==> src/hw/sfdpt_pkg.sv <==
// Constants for the parameter-table tail and unique identifier read.
package sfdpt_pkg;
    localparam logic [7:0] CMD_UID = 8'h5A;
    localparam logic [7:0] CMD_SFDP = 8'h5B;
    localparam logic [4:0] CMD_CNT = 5'h07;
    localparam logic [4:0] ADDR_CNT = 5'h17;
    localparam logic [4:0] DUMMY_CNT = 5'h07;
    localparam logic [23:0] UID_ADDR = 24'h000080;
    localparam logic [7:0] UID_LAST = 8'h8B;
    localparam int UID_BITS = 96;
    localparam logic [95:0] UID_VALUE = 96'h0123456789ABCDEF01234567;
    localparam logic [7:0] TAIL_FIRST = 8'h44;
    localparam logic [7:0] TAIL_LAST = 8'h53;
    localparam logic [7:0] RSVD_BYTE = 8'hFF;
    localparam logic [7:0] ERASED_BYTE = 8'hFF;
    localparam logic [7:0] STATUS_RESET = 8'h00;
    localparam logic [7:0] BYTE_40 = 8'hFE;
    localparam logic [4:0] DDD_WAIT = 5'h00;
    localparam logic [2:0] DDD_MODE = 3'h0;
    localparam logic [7:0] DDD_OPC = 8'hFF;
    localparam logic [4:0] QQQ_WAIT = 5'h04;
    localparam logic [2:0] QQQ_MODE = 3'h2;
    localparam logic [7:0] QQQ_OPC = 8'hEB;
    localparam logic [7:0] ST1_SIZE = 8'h0C;
    localparam logic [7:0] ST1_OPC = 8'h20;
    localparam logic [7:0] ST2_SIZE = 8'h0F;
    localparam logic [7:0] ST2_OPC = 8'h52;
    localparam logic [7:0] ST3_SIZE = 8'h10;
    localparam logic [7:0] ST3_OPC = 8'hD8;
    localparam logic [7:0] ST4_SIZE = 8'h00;
    localparam logic [7:0] ST4_OPC = 8'hFF;
    localparam int PU_TIME_US = 100;
    localparam int CLK_MHZ = 10;
    localparam int PU_CYCLES = PU_TIME_US * CLK_MHZ;
endpackage

==> src/hw/sfdpt_rom.sv <==
// Byte lookup for the parameter-table tail and the unique identifier.
`timescale 1ns/1ps
`default_nettype none
module sfdpt_rom (
    input wire logic [7:0] addr_in,
    input wire logic uid_sel_in,
    output logic [7:0] data_out
);
    wire [3:0] uid_idx = 4'(addr_in - sfdpt_pkg::UID_ADDR[7:0]);
    wire uid_hit = (addr_in >= sfdpt_pkg::UID_ADDR[7:0]) && (addr_in <= sfdpt_pkg::UID_LAST);
    wire [7:0] uid_byte = sfdpt_pkg::UID_VALUE[95 - 8 * uid_idx -: 8];
    logic [7:0] tbl;
    always_comb begin
        tbl = sfdpt_pkg::ERASED_BYTE;
        case (addr_in)
            8'h40: tbl = sfdpt_pkg::BYTE_40 | 8'h10;
            8'h44, 8'h45, 8'h48, 8'h49: tbl = sfdpt_pkg::RSVD_BYTE;
            8'h46: tbl = {sfdpt_pkg::DDD_MODE, sfdpt_pkg::DDD_WAIT};
            8'h47: tbl = sfdpt_pkg::DDD_OPC;
            8'h4A: tbl = {sfdpt_pkg::QQQ_MODE, sfdpt_pkg::QQQ_WAIT};
            8'h4B: tbl = sfdpt_pkg::QQQ_OPC;
            8'h4C: tbl = sfdpt_pkg::ST1_SIZE;
            8'h4D: tbl = sfdpt_pkg::ST1_OPC;
            8'h4E: tbl = sfdpt_pkg::ST2_SIZE;
            8'h4F: tbl = sfdpt_pkg::ST2_OPC;
            8'h50: tbl = sfdpt_pkg::ST3_SIZE;
            8'h51: tbl = sfdpt_pkg::ST3_OPC;
            8'h52: tbl = sfdpt_pkg::ST4_SIZE;
            8'h53: tbl = sfdpt_pkg::ST4_OPC;
            default: tbl = sfdpt_pkg::ERASED_BYTE;
        endcase
    end
    assign data_out = (uid_sel_in && uid_hit) ? uid_byte : (uid_sel_in ? sfdpt_pkg::ERASED_BYTE : tbl);
endmodule
`default_nettype wire

==> src/hw/sfdpt_top.sv <==
// Serial slave answering the identifier read and parameter-table reads.
// How it works
// - Identifier bits shift out, changing on serial clock falling edges.
// - Identifier is fixed at bytes 80h to 8Bh, read-only.
// - Reserved table bytes 44h-45h and 48h-49h read FFh.
// - Dual-dual-dual read reported unsupported: zero waits, opcode FFh.
// - All-quad read reports four dummy clocks and eight mode bits.
// - All-quad opcode EBh; host must enter four-line mode first.
// - Sector type one: size 0Ch, opcode 20h.
// - Sector type two: size 0Fh, opcode 52h.
// - Sector type three: size 10h, opcode D8h.
// - Sector type four unsupported: size 00h, opcode FFh.
// - After delivery array reads FFh, status reads 00h.
// - All-quad support bit reads one.
`timescale 1ns/1ps
`default_nettype none
module sfdpt_top #(
    parameter int PU_CYCLES = sfdpt_pkg::PU_CYCLES
) (
    input wire logic clk_in,
    input wire logic rst_n_in,
    input wire logic sck_in,
    input wire logic cs_n_in,
    input wire logic si_in,
    output logic so_out,
    output logic so_oe_n_out,
    output logic ready_out,
    output logic [7:0] status_out
);
    typedef enum logic [4:0] {
        SFDPT_CMD = 5'h01,
        SFDPT_ADDR = 5'h02,
        SFDPT_DUMMY = 5'h04,
        SFDPT_DATA = 5'h08,
        SFDPT_IGNORE = 5'h10
    } sfdpt_state_t;

    logic [2:0] sck_sync_r;
    logic [1:0] cs_sync_r;
    logic [1:0] si_sync_r;
    sfdpt_state_t state_r;
    sfdpt_state_t state_nxt;
    logic [4:0] cnt_r;
    logic [4:0] cnt_nxt;
    logic [7:0] shift_r;
    logic uid_r;
    logic uid_nxt;
    logic [7:0] addr_r;
    logic [7:0] addr_nxt;
    logic [7:0] out_byte_r;
    logic [7:0] out_byte_nxt;
    logic [2:0] bit_r;
    logic [2:0] bit_nxt;
    logic so_r;
    logic so_nxt;
    logic oe_n_r;
    logic oe_n_nxt;
    logic [10:0] pu_cnt_r;
    logic [10:0] pu_cnt_nxt;
    logic ready_r;
    logic ready_nxt;
    wire [7:0] rom_data;

    wire sck_rise = sck_sync_r[1] & ~sck_sync_r[2];
    wire sck_fall = ~sck_sync_r[1] & sck_sync_r[2];
    // Select is gated with ready so that anything clocked in during the hold-off is dropped.
    wire cs_act = ~cs_sync_r[1] & ready_r;
    wire si_bit = si_sync_r[1];
    wire [7:0] shift_nxt = {shift_r[6:0], si_bit};
    wire cnt_done = (cnt_r == 5'h00);
    wire [4:0] cnt_dec = cnt_done ? cnt_r : cnt_r - 5'h01;
    wire is_uid = (shift_nxt == sfdpt_pkg::CMD_UID);
    wire is_sfdp = (shift_nxt == sfdpt_pkg::CMD_SFDP);
    wire is_known = is_uid | is_sfdp;
    wire [7:0] addr_inc = addr_r + 8'h01;
    wire byte_start = (bit_r == 3'h0);
    wire byte_end = (bit_r == 3'h7);
    wire in_data = (state_r == SFDPT_DATA);
    wire out_bit = byte_start ? rom_data[7] : out_byte_r[3'h7 - bit_r];
    wire pu_done = (pu_cnt_r >= 11'(PU_CYCLES - 1));

    sfdpt_rom u_rom (
        .addr_in(addr_r),
        .uid_sel_in(uid_r),
        .data_out(rom_data)
    );

    // Clock, select and data share one synchroniser depth, so they stay aligned.
    always_ff @(posedge clk_in) begin
        if (!rst_n_in) begin
            sck_sync_r <= 3'h0;
            cs_sync_r <= 2'h3;
            si_sync_r <= 2'h0;
        end else begin
            sck_sync_r <= {sck_sync_r[1:0], sck_in};
            cs_sync_r <= {cs_sync_r[0], cs_n_in};
            si_sync_r <= {si_sync_r[0], si_in};
        end
    end

    // Power-up access hold-off.
    // The counter is eleven bits wide, so hold-offs beyond 2048 cycles need a wider one.
    always_comb begin
        pu_cnt_nxt = pu_cnt_r;
        ready_nxt = ready_r;
        if (!ready_r) begin
            pu_cnt_nxt = pu_cnt_r + 11'h001;
            ready_nxt = pu_done;
        end
    end

    always_ff @(posedge clk_in) begin
        if (!rst_n_in) begin
            pu_cnt_r <= 11'h000;
            ready_r <= 1'b0;
        end else begin
            pu_cnt_r <= pu_cnt_nxt;
            ready_r <= ready_nxt;
        end
    end

    always_comb begin
        state_nxt = state_r;
        cnt_nxt = cnt_r;
        uid_nxt = uid_r;
        addr_nxt = addr_r;
        if (sck_rise) begin
            cnt_nxt = cnt_dec;
            case (state_r)
                SFDPT_CMD: begin
                    if (cnt_done && is_known) begin
                        state_nxt = SFDPT_ADDR;
                        cnt_nxt = sfdpt_pkg::ADDR_CNT;
                        uid_nxt = is_uid;
                    end else if (cnt_done) begin
                        state_nxt = SFDPT_IGNORE;
                    end
                end
                SFDPT_ADDR: begin
                    if (cnt_done) begin
                        state_nxt = SFDPT_DUMMY;
                        cnt_nxt = sfdpt_pkg::DUMMY_CNT;
                        addr_nxt = shift_nxt;
                    end
                end
                SFDPT_DUMMY: begin
                    if (cnt_done) begin
                        state_nxt = SFDPT_DATA;
                    end
                end
                SFDPT_DATA: begin
                    if (byte_end) begin
                        addr_nxt = addr_inc;
                    end
                end
                // An unknown command is ignored until select rises, so later bits are never decoded.
                SFDPT_IGNORE: begin
                    state_nxt = SFDPT_IGNORE;
                end
                default: state_nxt = SFDPT_CMD;
            endcase
        end
    end

    always_ff @(posedge clk_in) begin
        if (!rst_n_in || !cs_act) begin
            state_r <= SFDPT_CMD;
            cnt_r <= sfdpt_pkg::CMD_CNT;
            shift_r <= 8'h00;
            uid_r <= 1'b0;
            addr_r <= 8'h00;
        end else begin
            state_r <= state_nxt;
            cnt_r <= cnt_nxt;
            shift_r <= sck_rise ? shift_nxt : shift_r;
            uid_r <= uid_nxt;
            addr_r <= addr_nxt;
        end
    end

    // Shift out on falling edges; reads FFh past the end, address wraps after FFh.
    always_comb begin
        so_nxt = so_r;
        oe_n_nxt = oe_n_r;
        bit_nxt = bit_r;
        out_byte_nxt = out_byte_r;
        if (sck_fall && in_data) begin
            oe_n_nxt = 1'b0;
            bit_nxt = bit_r + 3'h1;
            so_nxt = out_bit;
            if (byte_start) begin
                out_byte_nxt = rom_data;
            end
        end
    end

    always_ff @(posedge clk_in) begin
        if (!rst_n_in || !cs_act) begin
            so_r <= 1'b0;
            oe_n_r <= 1'b1;
            bit_r <= 3'h0;
            out_byte_r <= 8'h00;
        end else begin
            so_r <= so_nxt;
            oe_n_r <= oe_n_nxt;
            bit_r <= bit_nxt;
            out_byte_r <= out_byte_nxt;
        end
    end

    always_ff @(posedge clk_in) begin
        if (!rst_n_in) begin
            status_out <= sfdpt_pkg::STATUS_RESET;
        end else begin
            status_out <= sfdpt_pkg::STATUS_RESET;
        end
    end

    assign so_out = so_r;
    assign so_oe_n_out = oe_n_r;
    assign ready_out = ready_r;
endmodule
`default_nettype wire

==> config.mk <==
export PLATFORM = sky130hd
export DESIGN_NAME = sfdpt_top
export DESIGN_NICKNAME = d
export VERILOG_FILES = /design/src/hw/sfdpt_pkg.sv /design/src/hw/sfdpt_rom.sv /design/src/hw/sfdpt_top.sv
export SDC_FILE = /design/constraint.sdc
export NUM_CORES = 1
export LEC_CHECK = 0
export BUFFER_PORTS_ARGS = -buffer_cell sky130_fd_sc_hd__buf_2
export CAP_MARGIN = 20
export CORE_MARGIN = 5
export CORE_UTILIZATION = 60
export CTS_BUF_LIST = sky130_fd_sc_hd__clkbuf_4
export CTS_CLUSTER_DIAMETER = 150
export CTS_CLUSTER_SIZE = 40
export DETAILED_ROUTE_END_ITERATION = 10
export GPL_ROUTABILITY_DRIVEN = 0
export PLACE_DENSITY = 0.78
export SYNTH_ARGS = -nofsm -noshare
export SYNTH_HDL_FRONTEND = slang
export SYNTH_SLANG_ARGS = --single-unit
==> constraint.sdc <==
create_clock -name clk_in -period 3.8 [get_ports clk_in]
set_clock_uncertainty 0.2 [all_clocks]
set_input_delay 0.38 -clock clk_in [delete_from_list [all_inputs] [get_ports clk_in]]
set_output_delay 0.38 -clock clk_in [all_outputs]
set_load 0.05 [all_outputs]
==> results of run 1 <==
-- worst max-delay path, cell delays in order, from the launching register on --
cell and delay, ns:
dfxtp_1 0.50, inv_1 0.13, ha_1 0.27, nor2_1 0.11
o22ai_1 0.10, nor4_1 0.87, o311a_1 0.35, o21bai_1 0.13
-- synthesized netlist by cell type, types with 2 or more instances --
cell      number
a211oi_1       3
a21o_1         5
a21oi_1       27
a221oi_1       2
a22oi_1        4
a31oi_1        3
and2_1        17
and3_1         8
buf_4         10
buf_6          4
clkbuf_1      14
dfxtp_1       58
ha_1          15
inv_1         10
mux2i_1        6
mux4_2         2
nand2_1       39
nand2b_1       7
nand3_1       11
nand3b_1       4
nand4b_1       4
nor2_1        26
nor2b_1        4
nor3_1         7
nor4_1         3
nor4b_1        2
nor4bb_1       2
o211ai_1       4
o21a_1         2
o21ai_0       20
o31a_1         2
or3_1          4
or4b_4         3
xnor2_1        9
xor2_1         4
-- per-stage QoR --
| stage | cell area (sq um) | hold WS, ns | utilization (%) | instances | worst slack (ns) |
|---|---|---|---|---|---|
| floorplan | 3230 | 0.186 | - | 381 | 1.53 |
| detailed placement | 3190 | 0.198 | 62.0 | 431 | 1.15 |
| global route | 3360 | 0.134 | 65.4 | 448 | 0.781 |
| CTS | 3360 | 0.106 | 65.4 | 448 | 1.10 |
| global placement | 3190 | 0.197 | 62.0 | 431 | 1.24 |
| finish | 3360 | 0.117 | 65.4 | 448 | 1.07 |
-- per-layer routing --
layer / part of all wire (%) / vias to the layer above
met2: 49 / 72
met5: 0 / -
met1: 45 / 1241
met4: 1.5 / 0
met3: 4.4 / 11
li1: - / 1318
-- placed cells by master, fill, tap and decap left out, types with 3 or more instances in the layout --
cell type | Yosys | final
a211oi_1 | 3 | 3
a21o_1 | 5 | 5
a21oi_1 | 27 | 27
a22oi_1 | 4 | 4
a31oi_1 | 3 | 3
and2_1 | 17 | 17
and3_1 | 8 | 8
buf_2 | 1 | 7
clkbuf_4 | 0 | 10
conb_1 | 1 | 8
dfxtp_1 | 58 | 58
dlygate4sd3_1 | 0 | 3
ha_1 | 15 | 15
inv_1 | 10 | 10
mux2i_1 | 6 | 6
nand2_1 | 39 | 39
nand2b_1 | 7 | 7
nand3_1 | 11 | 11
nand3b_1 | 4 | 4
nand4b_1 | 4 | 4
nor2_1 | 26 | 26
nor2b_1 | 4 | 4
nor3_1 | 7 | 7
nor4_1 | 3 | 3
o211ai_1 | 4 | 4
o21ai_0 | 20 | 20
or3_1 | 4 | 4
or4b_4 | 3 | 3
xnor2_1 | 9 | 9
xor2_1 | 4 | 4
-- cell type report --
class                           instances  area, sq um
Clock inverter                          4         68.8
Clock buffer                           10         75.1
Inverter                               10         37.5
Fill cell                             456         1780
Timing Repair Buffer                   12         80.1
Multi-Input combinational cell        284         1850
Tap cell                               70         87.6
Sequential cell                        58         1160
-- timing repair --
| action | CTS | global route |
|---|---|---|
| endpoints found under the hold margin | 3 | 0 |
| resized for setup | 0 | 0 |
| hold buffers | 3 | 0 |
-- power by group --
| group | switching [W] | internal, W | total (W) |
|---|---|---|---|
| registers | 0.00000563 | 0.000613 | 0.000619 |
| logic | 0.0000276 | 0.0000112 | 0.0000388 |
| clock network | 0.000217 | 0.000264 | 0.000481 |
| total | 0.000250 | 0.000889 | 0.00114 |
-- logic make-up after synthesis --
family | Yosys count
AO/OA/AOI/OAI | 86
adder cells (fa/ha/maj) | 15
AND/OR/NAND/NOR | 153
multiplexers | 9
buffers and inverters | 39
flip-flops | 58
XOR/XNOR | 13
other | 1
-- registers in the layout (all words and copies together) (netlist names) --
| name | count |
|---|---|
| bit_r | 3 |
| so_oe_n_out | 1 |
| state_r | 5 |
| si_sync_r | 2 |
| pu_cnt_r | 11 |
| addr_r | 8 |
| cnt_r | 5 |
| ready_out | 1 |
| uid_r | 1 |
| so_out | 1 |
| cs_sync_r | 2 |
| sck_sync_r | 3 |
| out_byte_r | 8 |
| shift_r | 7 |
-- path summary, 6_finish.rpt --
kind,endpoint,slack (ns),depth (start not counted)
min reg2reg,cs_sync_r[1],0.22,1
min,cs_sync_r[1],0.12,2
max reg2reg,out_byte_r[3],1.07,7
max,out_byte_r[3],1.07,7
==> results.py, run 1 <==
metrics = {
    "status": {
        "outcome": "finished, final reports clean",
    },
    "critical_path": {
        "critPathMaxFanout": 7,
        "start_kind": "register",
        "r2r_start": "addr_r[0]",
        "critPathLaunch": "addr_r[0]",
        "critPathRequiredTime_ns": 3.91,
        "path_class": "register to register",
        "end_kind": "register",
        "cp.arrival_ns": 2.84,
    },
    "pwr": {
        "power_w": 0.00114,
        "power_density_nw_per_um2": 339,
        "peakVddDrop_mv": 0.209,
        "p_leak_nw": 1.25,
    },
    "hold_path": {
        "hp-start": "rst_n_in",
        "min_path_type": "input port to register",
    },
    "cts": {
        "cts-htree-levels": 3,
        "clock_sinks": 58,
        "clockBufferDepth": 2,
        "cts_buffers": 9,
        "clock_latency_ns": 0.39,
        "cts_tree": "built",
        "clkSlewWorstSetupHoldPaths_ns": 0.09,
        "postCtsSetupBuffers": 0,
        "clockRootBuffer": "clkbuf_4",
    },
    "floorplanning": {
        "fp.coreArea_sq_um": 5140,
        "fp.dieH_um": 83.1,
        "dieArea_sq_um": 6900,
        "die_w_um": 83.1,
        "core.rowCount": 26,
        "start_util_pct": 62.3,
        "num_io_pins": 16,
    },
    "sta": {
        "hold_viol": 0,
        "worstMarginPinSlew_ns": 0.983,
        "maxSlewViolCount": 0,
        "fmax_mhz": 366,
        "setup_viol": 0,
        "slew_headroom_pct": 33.8,
        "finalCriticalPeriod_ns": 2.73,
        "fin_crit_sh_pct": 71.9,
        "rsz0062_at_grt": "no",
        "tns_ns": 0,
    },
    "synthesis": {
        "avgSynthCellArea_sq_um": 8.56,
        "netlist_area_sq_um": 3200,
        "synthFlopType": "dfxtp_1",
        "ys_warn_count": 0,
        "synth_compound_area_share_pct": 17.1,
        "ys_seq_area_share_pct": 36.3,
        "synth_seq_cells": 58,
        "synth_top_family_by_area": "simple AND/OR/NAND/NOR gates",
        "synthMuxAreaShare_pct": 3.63,
        "synthSimpleGateAreaFrac_pct": 26.7,
        "synth_edf_count": 0,
        "netlist_instances": 374,
        "yosys.area.top_type": "dfxtp_1",
        "synth_fa_ha_area_share_pct": 5.86,
        "synth-xor-area-share_pct": 3.56,
        "synth_area_leaders": "dfxtp_1 36%, ha_1 5.9%, nand2_1 4.6%, a21oi_1 4.2%, and2_1 3.3%",
        "synth_cell_types": 64,
        "async_reset_ff_share_pct": 0,
        "synth_top_cell_area_share_pct": 36.3,
    },
    "grt": {
        "top_usage_layer": "met2",
        "grtUsageMet3_pct": 3.86,
        "grtUsageMet2_pct": 33.3,
        "grt_pass1_vias": 2516,
        "grt_max_degree": 22,
        "track_usage_pct": 19.6,
        "grt_pass1_wl_um": 11300,
        "grtUsageMet1_pct": 23.9,
        "gr-total-overflow": 0,
        "antenna_found_initial": 0,
    },
    "routing": {
        "drt_iter0_drc": 176,
        "drc": 0,
        "post_drt_via_cell_ratio": 5.90,
        "ant_nets": 0,
        "wl_um": 6550,
        "vias": 2642,
        "dr.pass1.iters": 5,
        "route.detailed.wl_per_inst_um": 14.6,
    },
    "place": {
        "port_buffers": 7,
        "dpl.hpwl_um": 4650,
    },
    "finish": {
        "diodes": 0,
        "nets": 395,
        "drive_gt1_share_pct": 9.26,
        "area_delta_synth_final_pct": 5.00,
    },
    "job": {
        "maxCapViolCount": 0,
    },
}
(Power assumes the default switching activity.)
==> run 2: changes to the inputs <==
Settings changed: ABC_AREA set to 1.
Clock period 3.8 ns to 2.78 ns, I/O delays scaled along.
==> run 2 against run 1 <==
Cell count grew 23%. Critical path type unchanged. Critical endpoint is now out_byte_r[6]. Worst hold slack gained 0.11 ns. Clock power rose by 26%. Utilization increased by 2.3 points. Largest cell class unchanged.
==> results.py, run 2 <==
metrics = {
    "finish": {
        "diodes": 0,
        "regMostFlops": "pu_cnt_r",
        "nets": 496,
        "final_common_cell": "nand2_1",
        "stdcell_count": 551,
        "reg.largest.list": "pu_cnt_r x11, addr_r x8, out_byte_r x8",
        "largest_register_ffs": 11,
        "fin_area_sq_um": 3520,
        "final_util_pct": 67.7,
        "drive_gt1_share_pct": 13.3,
        "area_delta_synth_final_pct": 7.89,
        "final_cell_mix": "89 x nand2_1, 58 x dfxtp_1, 48 x inv_1",
    },
    "cts": {
        "cts-htree-levels": 3,
        "clockBufferDepth": 2,
        "clock_latency_ns": 0.40,
        "clockRootBuffer": "clkbuf_4",
        "clkSlewWorstSetupHoldPaths_ns": 0.11,
        "cts_tree": "built",
        "cts_resized": 0,
        "clock_sinks": 58,
        "cts_buffers": 9,
    },
    "critical_path": {
        "cp.arrival_ns": 2.23,
        "r2r-end": "out_byte_r[6]",
        "critPathMaxFanout": 13,
        "end_kind": "register",
        "path_class": "register to register",
        "endpoint": "out_byte_r[6]",
        "critPathLaunch": "bit_r[0]",
        "critPathRequiredTime_ns": 2.90,
        "r2r_start": "bit_r[0]",
        "start_kind": "register",
        "ff2ff_setup_slack_ns": 0.67,
        "ff2ff_path_depth": 10,
    },
    "pwr": {
        "p_sw_share_pct": 24.6,
        "power_density_nw_per_um2": 429,
        "cell_internal_pwr_w": 0.00114,
        "p_leak_nw": 1.49,
        "pwr-share-seq_pct": 55.9,
        "combPwrFrac_pct": 3.9,
        "peakVddDrop_mv": 0.463,
        "p_switching_w": 0.000371,
        "power_frac_clock_pct": 40.2,
    },
    "sta": {
        "hold_viol": 0,
        "fmax_mhz": 474,
        "setup_viol": 0,
        "finalCriticalPeriod_ns": 2.11,
        "fin_crit_sh_pct": 76.0,
        "holdWs_ns": 0.228,
        "maxSlewViolCount": 0,
        "rsz0062_at_grt": "no",
        "tns_ns": 0,
    },
    "routing": {
        "wl_um": 6730,
        "ant_nets": 0,
        "drt_iter0_drc": 154,
        "vias": 2885,
        "dr.pass1.iters": 5,
        "post_drt_via_cell_ratio": 5.24,
        "drc": 0,
        "route.detailed.wl_per_inst_um": 12.2,
    },
    "synthesis": {
        "synth_top_cell_area_share_pct": 35.5,
        "ys_seq_area_share_pct": 35.5,
        "netlist_area_sq_um": 3270,
        "synth_cell_types": 40,
        "avgSynthCellArea_sq_um": 7.09,
        "yosys.area.top_type": "dfxtp_1",
        "synth_edf_count": 0,
        "synth_most_common_cell": "nand2_1",
        "netlist_instances": 461,
        "synthFlopType": "dfxtp_1",
        "synthTopCellsByCount": "89 x nand2_1, 58 x dfxtp_1, 48 x inv_1",
        "synth_area_leaders": "dfxtp_1 36%, nand2_1 10%, a21oi_1 7.0%, ha_1 5.7%, inv_1 5.5%",
        "ys_warn_count": 0,
        "async_reset_ff_share_pct": 0,
        "synth_seq_cells": 58,
    },
    "grt": {
        "antenna_found_initial": 0,
        "grt_pass1_wl_um": 11900,
        "track_usage_pct": 20.3,
        "grt_max_degree": 20,
        "grt_pass1_vias": 2775,
        "gr-total-overflow": 0,
    },
    "floorplanning": {
        "core.rowCount": 26,
        "start_util_pct": 62.8,
        "fp.coreArea_sq_um": 5200,
        "num_io_pins": 16,
        "die_w_um": 83.8,
        "fp.dieH_um": 83.8,
        "dieArea_sq_um": 7020,
    },
    "place": {
        "dpl.hpwl_um": 4840,
        "port_buffers": 7,
        "placed_area_sq_um": 3320,
        "dp.cells": 529,
    },
    "hold_path": {
        "min_path_type": "register to register",
    },
    "job": {
        "maxCapViolCount": 0,
    },
    "status": {
        "outcome": "finished, final reports clean",
    },
}
==> run 2: cells by family (layout without fill, tap and decap cells) <==
group | Yosys count | in the layout | synth area share [%]
adder cells (fa/ha/maj) | 15 | 15 | 5.74
other | 1 | 8 | 0.115
buffers and inverters | 82 | 95 | 10.6
AND/OR/NAND/NOR | 211 | 211 | 32.2
AO/OA/AOI/OAI | 88 | 88 | 14.1
XOR/XNOR | 6 | 6 | 1.61
flip-flops | 58 | 58 | 35.5
==> run 2: critical path: stages (launching register included) <==
cell     delay [ns]
dfxtp_1        0.36
inv_1          0.17
ha_1           0.17
inv_1          0.05
nor2_1         0.13
nand4_2        0.36
nor2_4         0.28
nand2_1        0.07
nand2_1        0.07
nor2_1         0.05
a21oi_1        0.11
==> run 2: how the worst min path moves through the flow <==
| stage | from | end | slack (ns) | depth (start not counted) |
|---|---|---|---|---|
| detailed placement | si_sync_r[0] | si_sync_r[1] | 0.20 | 2 |
| floorplan | sck_in | sck_sync_r[0] | 0.18 | 2 |
| global route | cs_sync_r[0] | cs_sync_r[1] | 0.27 | 1 |
| global placement | cs_sync_r[0] | cs_sync_r[1] | 0.19 | 1 |
| CTS | cs_sync_r[0] | cs_sync_r[1] | 0.23 | 1 |
| finish | cs_sync_r[0] | cs_sync_r[1] | 0.23 | 1 |
==> run 2: timing repair <==
action                                  CTS  global route
hold endpoints to repair                 10             0
hold buffers                              6             0
endpoints found under the setup margin    0             0
setup buffers                             0             0
==> run 2: per-layer routing <==
| metal | global-route usage [%] | share of wire [%] | vias to the layer above |
|---|---|---|---|
| met4 | 6.58 | 1.5 | 0 |
| met3 | 5.43 | 3.3 | 8 |
| met1 | 23.1 | 46 | 1320 |
| li1 | - | - | 1520 |
| met5 | 0 | 0 | - |
| met2 | 36.4 | 49 | 37 |
==> run 2: cell type report <==
type	instances	area [sq um]
Clock inverter	6	67.6
Tap cell	70	87.6
Timing Repair Buffer	14	103
Fill cell	455	1680
Inverter	65	246
Sequential cell	58	1160
Multi-Input combinational cell	328	1780
Clock buffer	10	75.1
==> run 2: power by group through the flow <==
stage | Sequential (W) | Combinational [W] | Clock (W)
2_1_floorplan | 0.000862 | 0.0000533 | 0
3_3_place_gp | 0.000863 | 0.0000508 | 0
3_5_place_dp | 0.000863 | 0.0000516 | 0
4_1_cts | 0.000844 | 0.0000580 | 0.000626
5_1_grt | 0.000846 | 0.0000643 | 0.000658
6_report | 0.000844 | 0.0000587 | 0.000608
==> run 2: per-stage QoR <==
step / total power, W / worst slack, ns
detailed placement: 0.000915 / 0.724
global route: 0.00157 / 0.439
floorplan: 0.000915 / 0.934
CTS: 0.00153 / 0.686
global placement: 0.000914 / 0.793
finish: 0.00151 / 0.668
==> run 3: changes to the inputs <==
Settings changed: CORE_UTILIZATION 60 to 57.
Clock period 2.78 ns to 1.9 ns, I/O delays scaled along.
==> run 3 against run 2 <==
Register-to-register slack worse by 0.61 ns. Flip-flop and latch count did not move. Cell count grew 3.8%. Combinational power is 50% higher. Sequential power is 46% higher. Critical path type unchanged.
==> results.py, run 3 (synthesis results as in run 2) <==
metrics = {
    "routing": {
        "wl_um": 7330,
        "dr.pass1.iters": 4,
        "ant_nets": 0,
        "met2WireLength_um": 3650,
        "dr_wl_met3_um": 387,
        "post_drt_via_cell_ratio": 5.47,
        "vias": 3126,
        "drc": 0,
        "wl_met1_um": 3090,
        "drt_iter0_drc": 228,
        "maxUsedRoutingLayer": "met4",
        "route.detailed.wl_per_inst_um": 12.8,
    },
    "finish": {
        "largest_register_ffs": 11,
        "reg.largest.list": "pu_cnt_r x11, addr_r x8, out_byte_r x8",
        "diodes": 0,
        "fin_area_sq_um": 3790,
        "nets": 515,
        "final_util_pct": 68.4,
        "final_common_cell": "nand2_1",
        "final_cell_mix": "85 x nand2_1, 52 x dfxtp_1, 46 x a21oi_1",
        "drive_gt1_share_pct": 22.4,
        "area_delta_synth_final_pct": 16.0,
        "regMostFlops": "pu_cnt_r",
    },
    "cts": {
        "clock_latency_ns": 0.42,
        "cts-htree-levels": 3,
        "clockBufferDepth": 2,
        "cts_tree": "built",
        "cts_buffers": 9,
        "clkSlewWorstSetupHoldPaths_ns": 0.10,
        "clock_sinks": 58,
        "clockRootBuffer": "clkbuf_4",
    },
    "grt": {
        "track_usage_pct": 20.4,
        "grt_pass1_wl_um": 12100,
        "grt_pass1_vias": 2857,
        "antenna_found_initial": 0,
        "grt_max_degree": 19,
        "gr-total-overflow": 0,
    },
    "pwr": {
        "p_leak_nw": 1.59,
        "peakVddDrop_mv": 0.399,
        "power_density_nw_per_um2": 577,
    },
    "floorplanning": {
        "fp.dieH_um": 85.7,
        "die_w_um": 85.7,
        "num_io_pins": 16,
        "fp.coreArea_sq_um": 5540,
        "core.rowCount": 27,
        "start_util_pct": 59.0,
        "dieArea_sq_um": 7350,
    },
    "sta": {
        "hold_viol": 0,
        "fin_crit_sh_pct": 96.7,
        "maxSlewViolCount": 0,
        "fmax_mhz": 544,
        "setup_viol": 0,
        "finalCriticalPeriod_ns": 1.84,
        "tns_ns": 0,
    },
    "place": {
        "placed_area_sq_um": 3410,
        "dpl.hpwl_um": 5150,
        "port_buffers": 7,
    },
    "critical_path": {
        "end_kind": "register",
        "start_kind": "register",
        "critPathMaxFanout": 7,
        "path_class": "register to register",
        "cp.arrival_ns": 2.00,
        "critPathRequiredTime_ns": 2.06,
    },
    "hold_path": {
        "min_path_type": "register to register",
    },
    "job": {
        "maxCapViolCount": 0,
    },
    "status": {
        "outcome": "finished, final reports clean",
    },
}
## run 3: cell count changes in the layout (fill, tap and decap cells not counted), moves of 6 or more
cell / change
buf_4: +19
dfxtp_1: -6
ha_1: -6
inv_1: -6
nor2_1: -6
## run 3: report_power, final
part / total (W) / internal [W] / switching [W]
combinational: 0.0000879 / 0.0000230 / 0.0000649
clock: 0.000867 / 0.000407 / 0.000460
sequential: 0.00123 / 0.00122 / 0.00000803
## run 3: area by class of cell
class / instances / area (sq um)
clock buffer: 10 / 75.1
clock inverter: 6 / 57.6
fill: 470 / 1750
inverter: 65 / 249
multi-input combinational: 328 / 1900
sequential: 58 / 1180
tap: 72 / 90.1
timing repair buffer: 33 / 245
## run 3: through the flow
step | worst slack (ns) | cells | power, W | hold slack (ns)
floorplan | 0.0540 | 468 | 0.00134 | 0.0876
global placement | 0.0534 | 543 | 0.00134 | 0.175
detailed placement | -0.0207 | 543 | 0.00134 | 0.179
CTS | 0.00740 | 565 | 0.00221 | 0.220
global route | -0.0579 | 572 | 0.00228 | 0.253
finish | 0.0629 | 572 | 0.00219 | 0.218
## run 3: final timing paths
check | start | endpoint | slack [ns] | cells after the start
worst min-delay path | si_sync_r[0] | si_sync_r[1] | 0.22 | 2
worst max register to register | addr_r[1] | so_out | 0.06 | 13
worst max-delay path | addr_r[1] | so_out | 0.06 | 13
worst min register to register | si_sync_r[0] | si_sync_r[1] | 0.22 | 2
## run 3: timing repair
item                                    CTS  global route
pin swaps                                 0            10
hold buffers                              6             0
endpoints found under the setup margin    3            21
endpoints found under the hold margin    11             0
gates resized for setup                   4            37
setup buffers                             0             7
## run 3: critical path, stage by stage, from the launching register on
cell and delay (ns):
dfxtp_4 0.37, buf_4 0.14, ha_4 0.16, nand2_1 0.06
inv_1 0.04, nand3_1 0.09, nand2_1 0.07, nor2_2 0.15
nand3_2 0.16, nand2_2 0.11, nand2_2 0.07, nand3_1 0.07
nand2_1 0.06, inv_1 0.05
## run 3: metal layers
| metal | track usage [%] | up-vias |
|---|---|---|
| met2 | 35.5 | 71 |
| met1 | 23.2 | 1457 |
| met3 | 5.86 | 24 |
| met5 | 0 | - |
| met4 | 8.49 | 0 |
| li1 | - | 1574 |
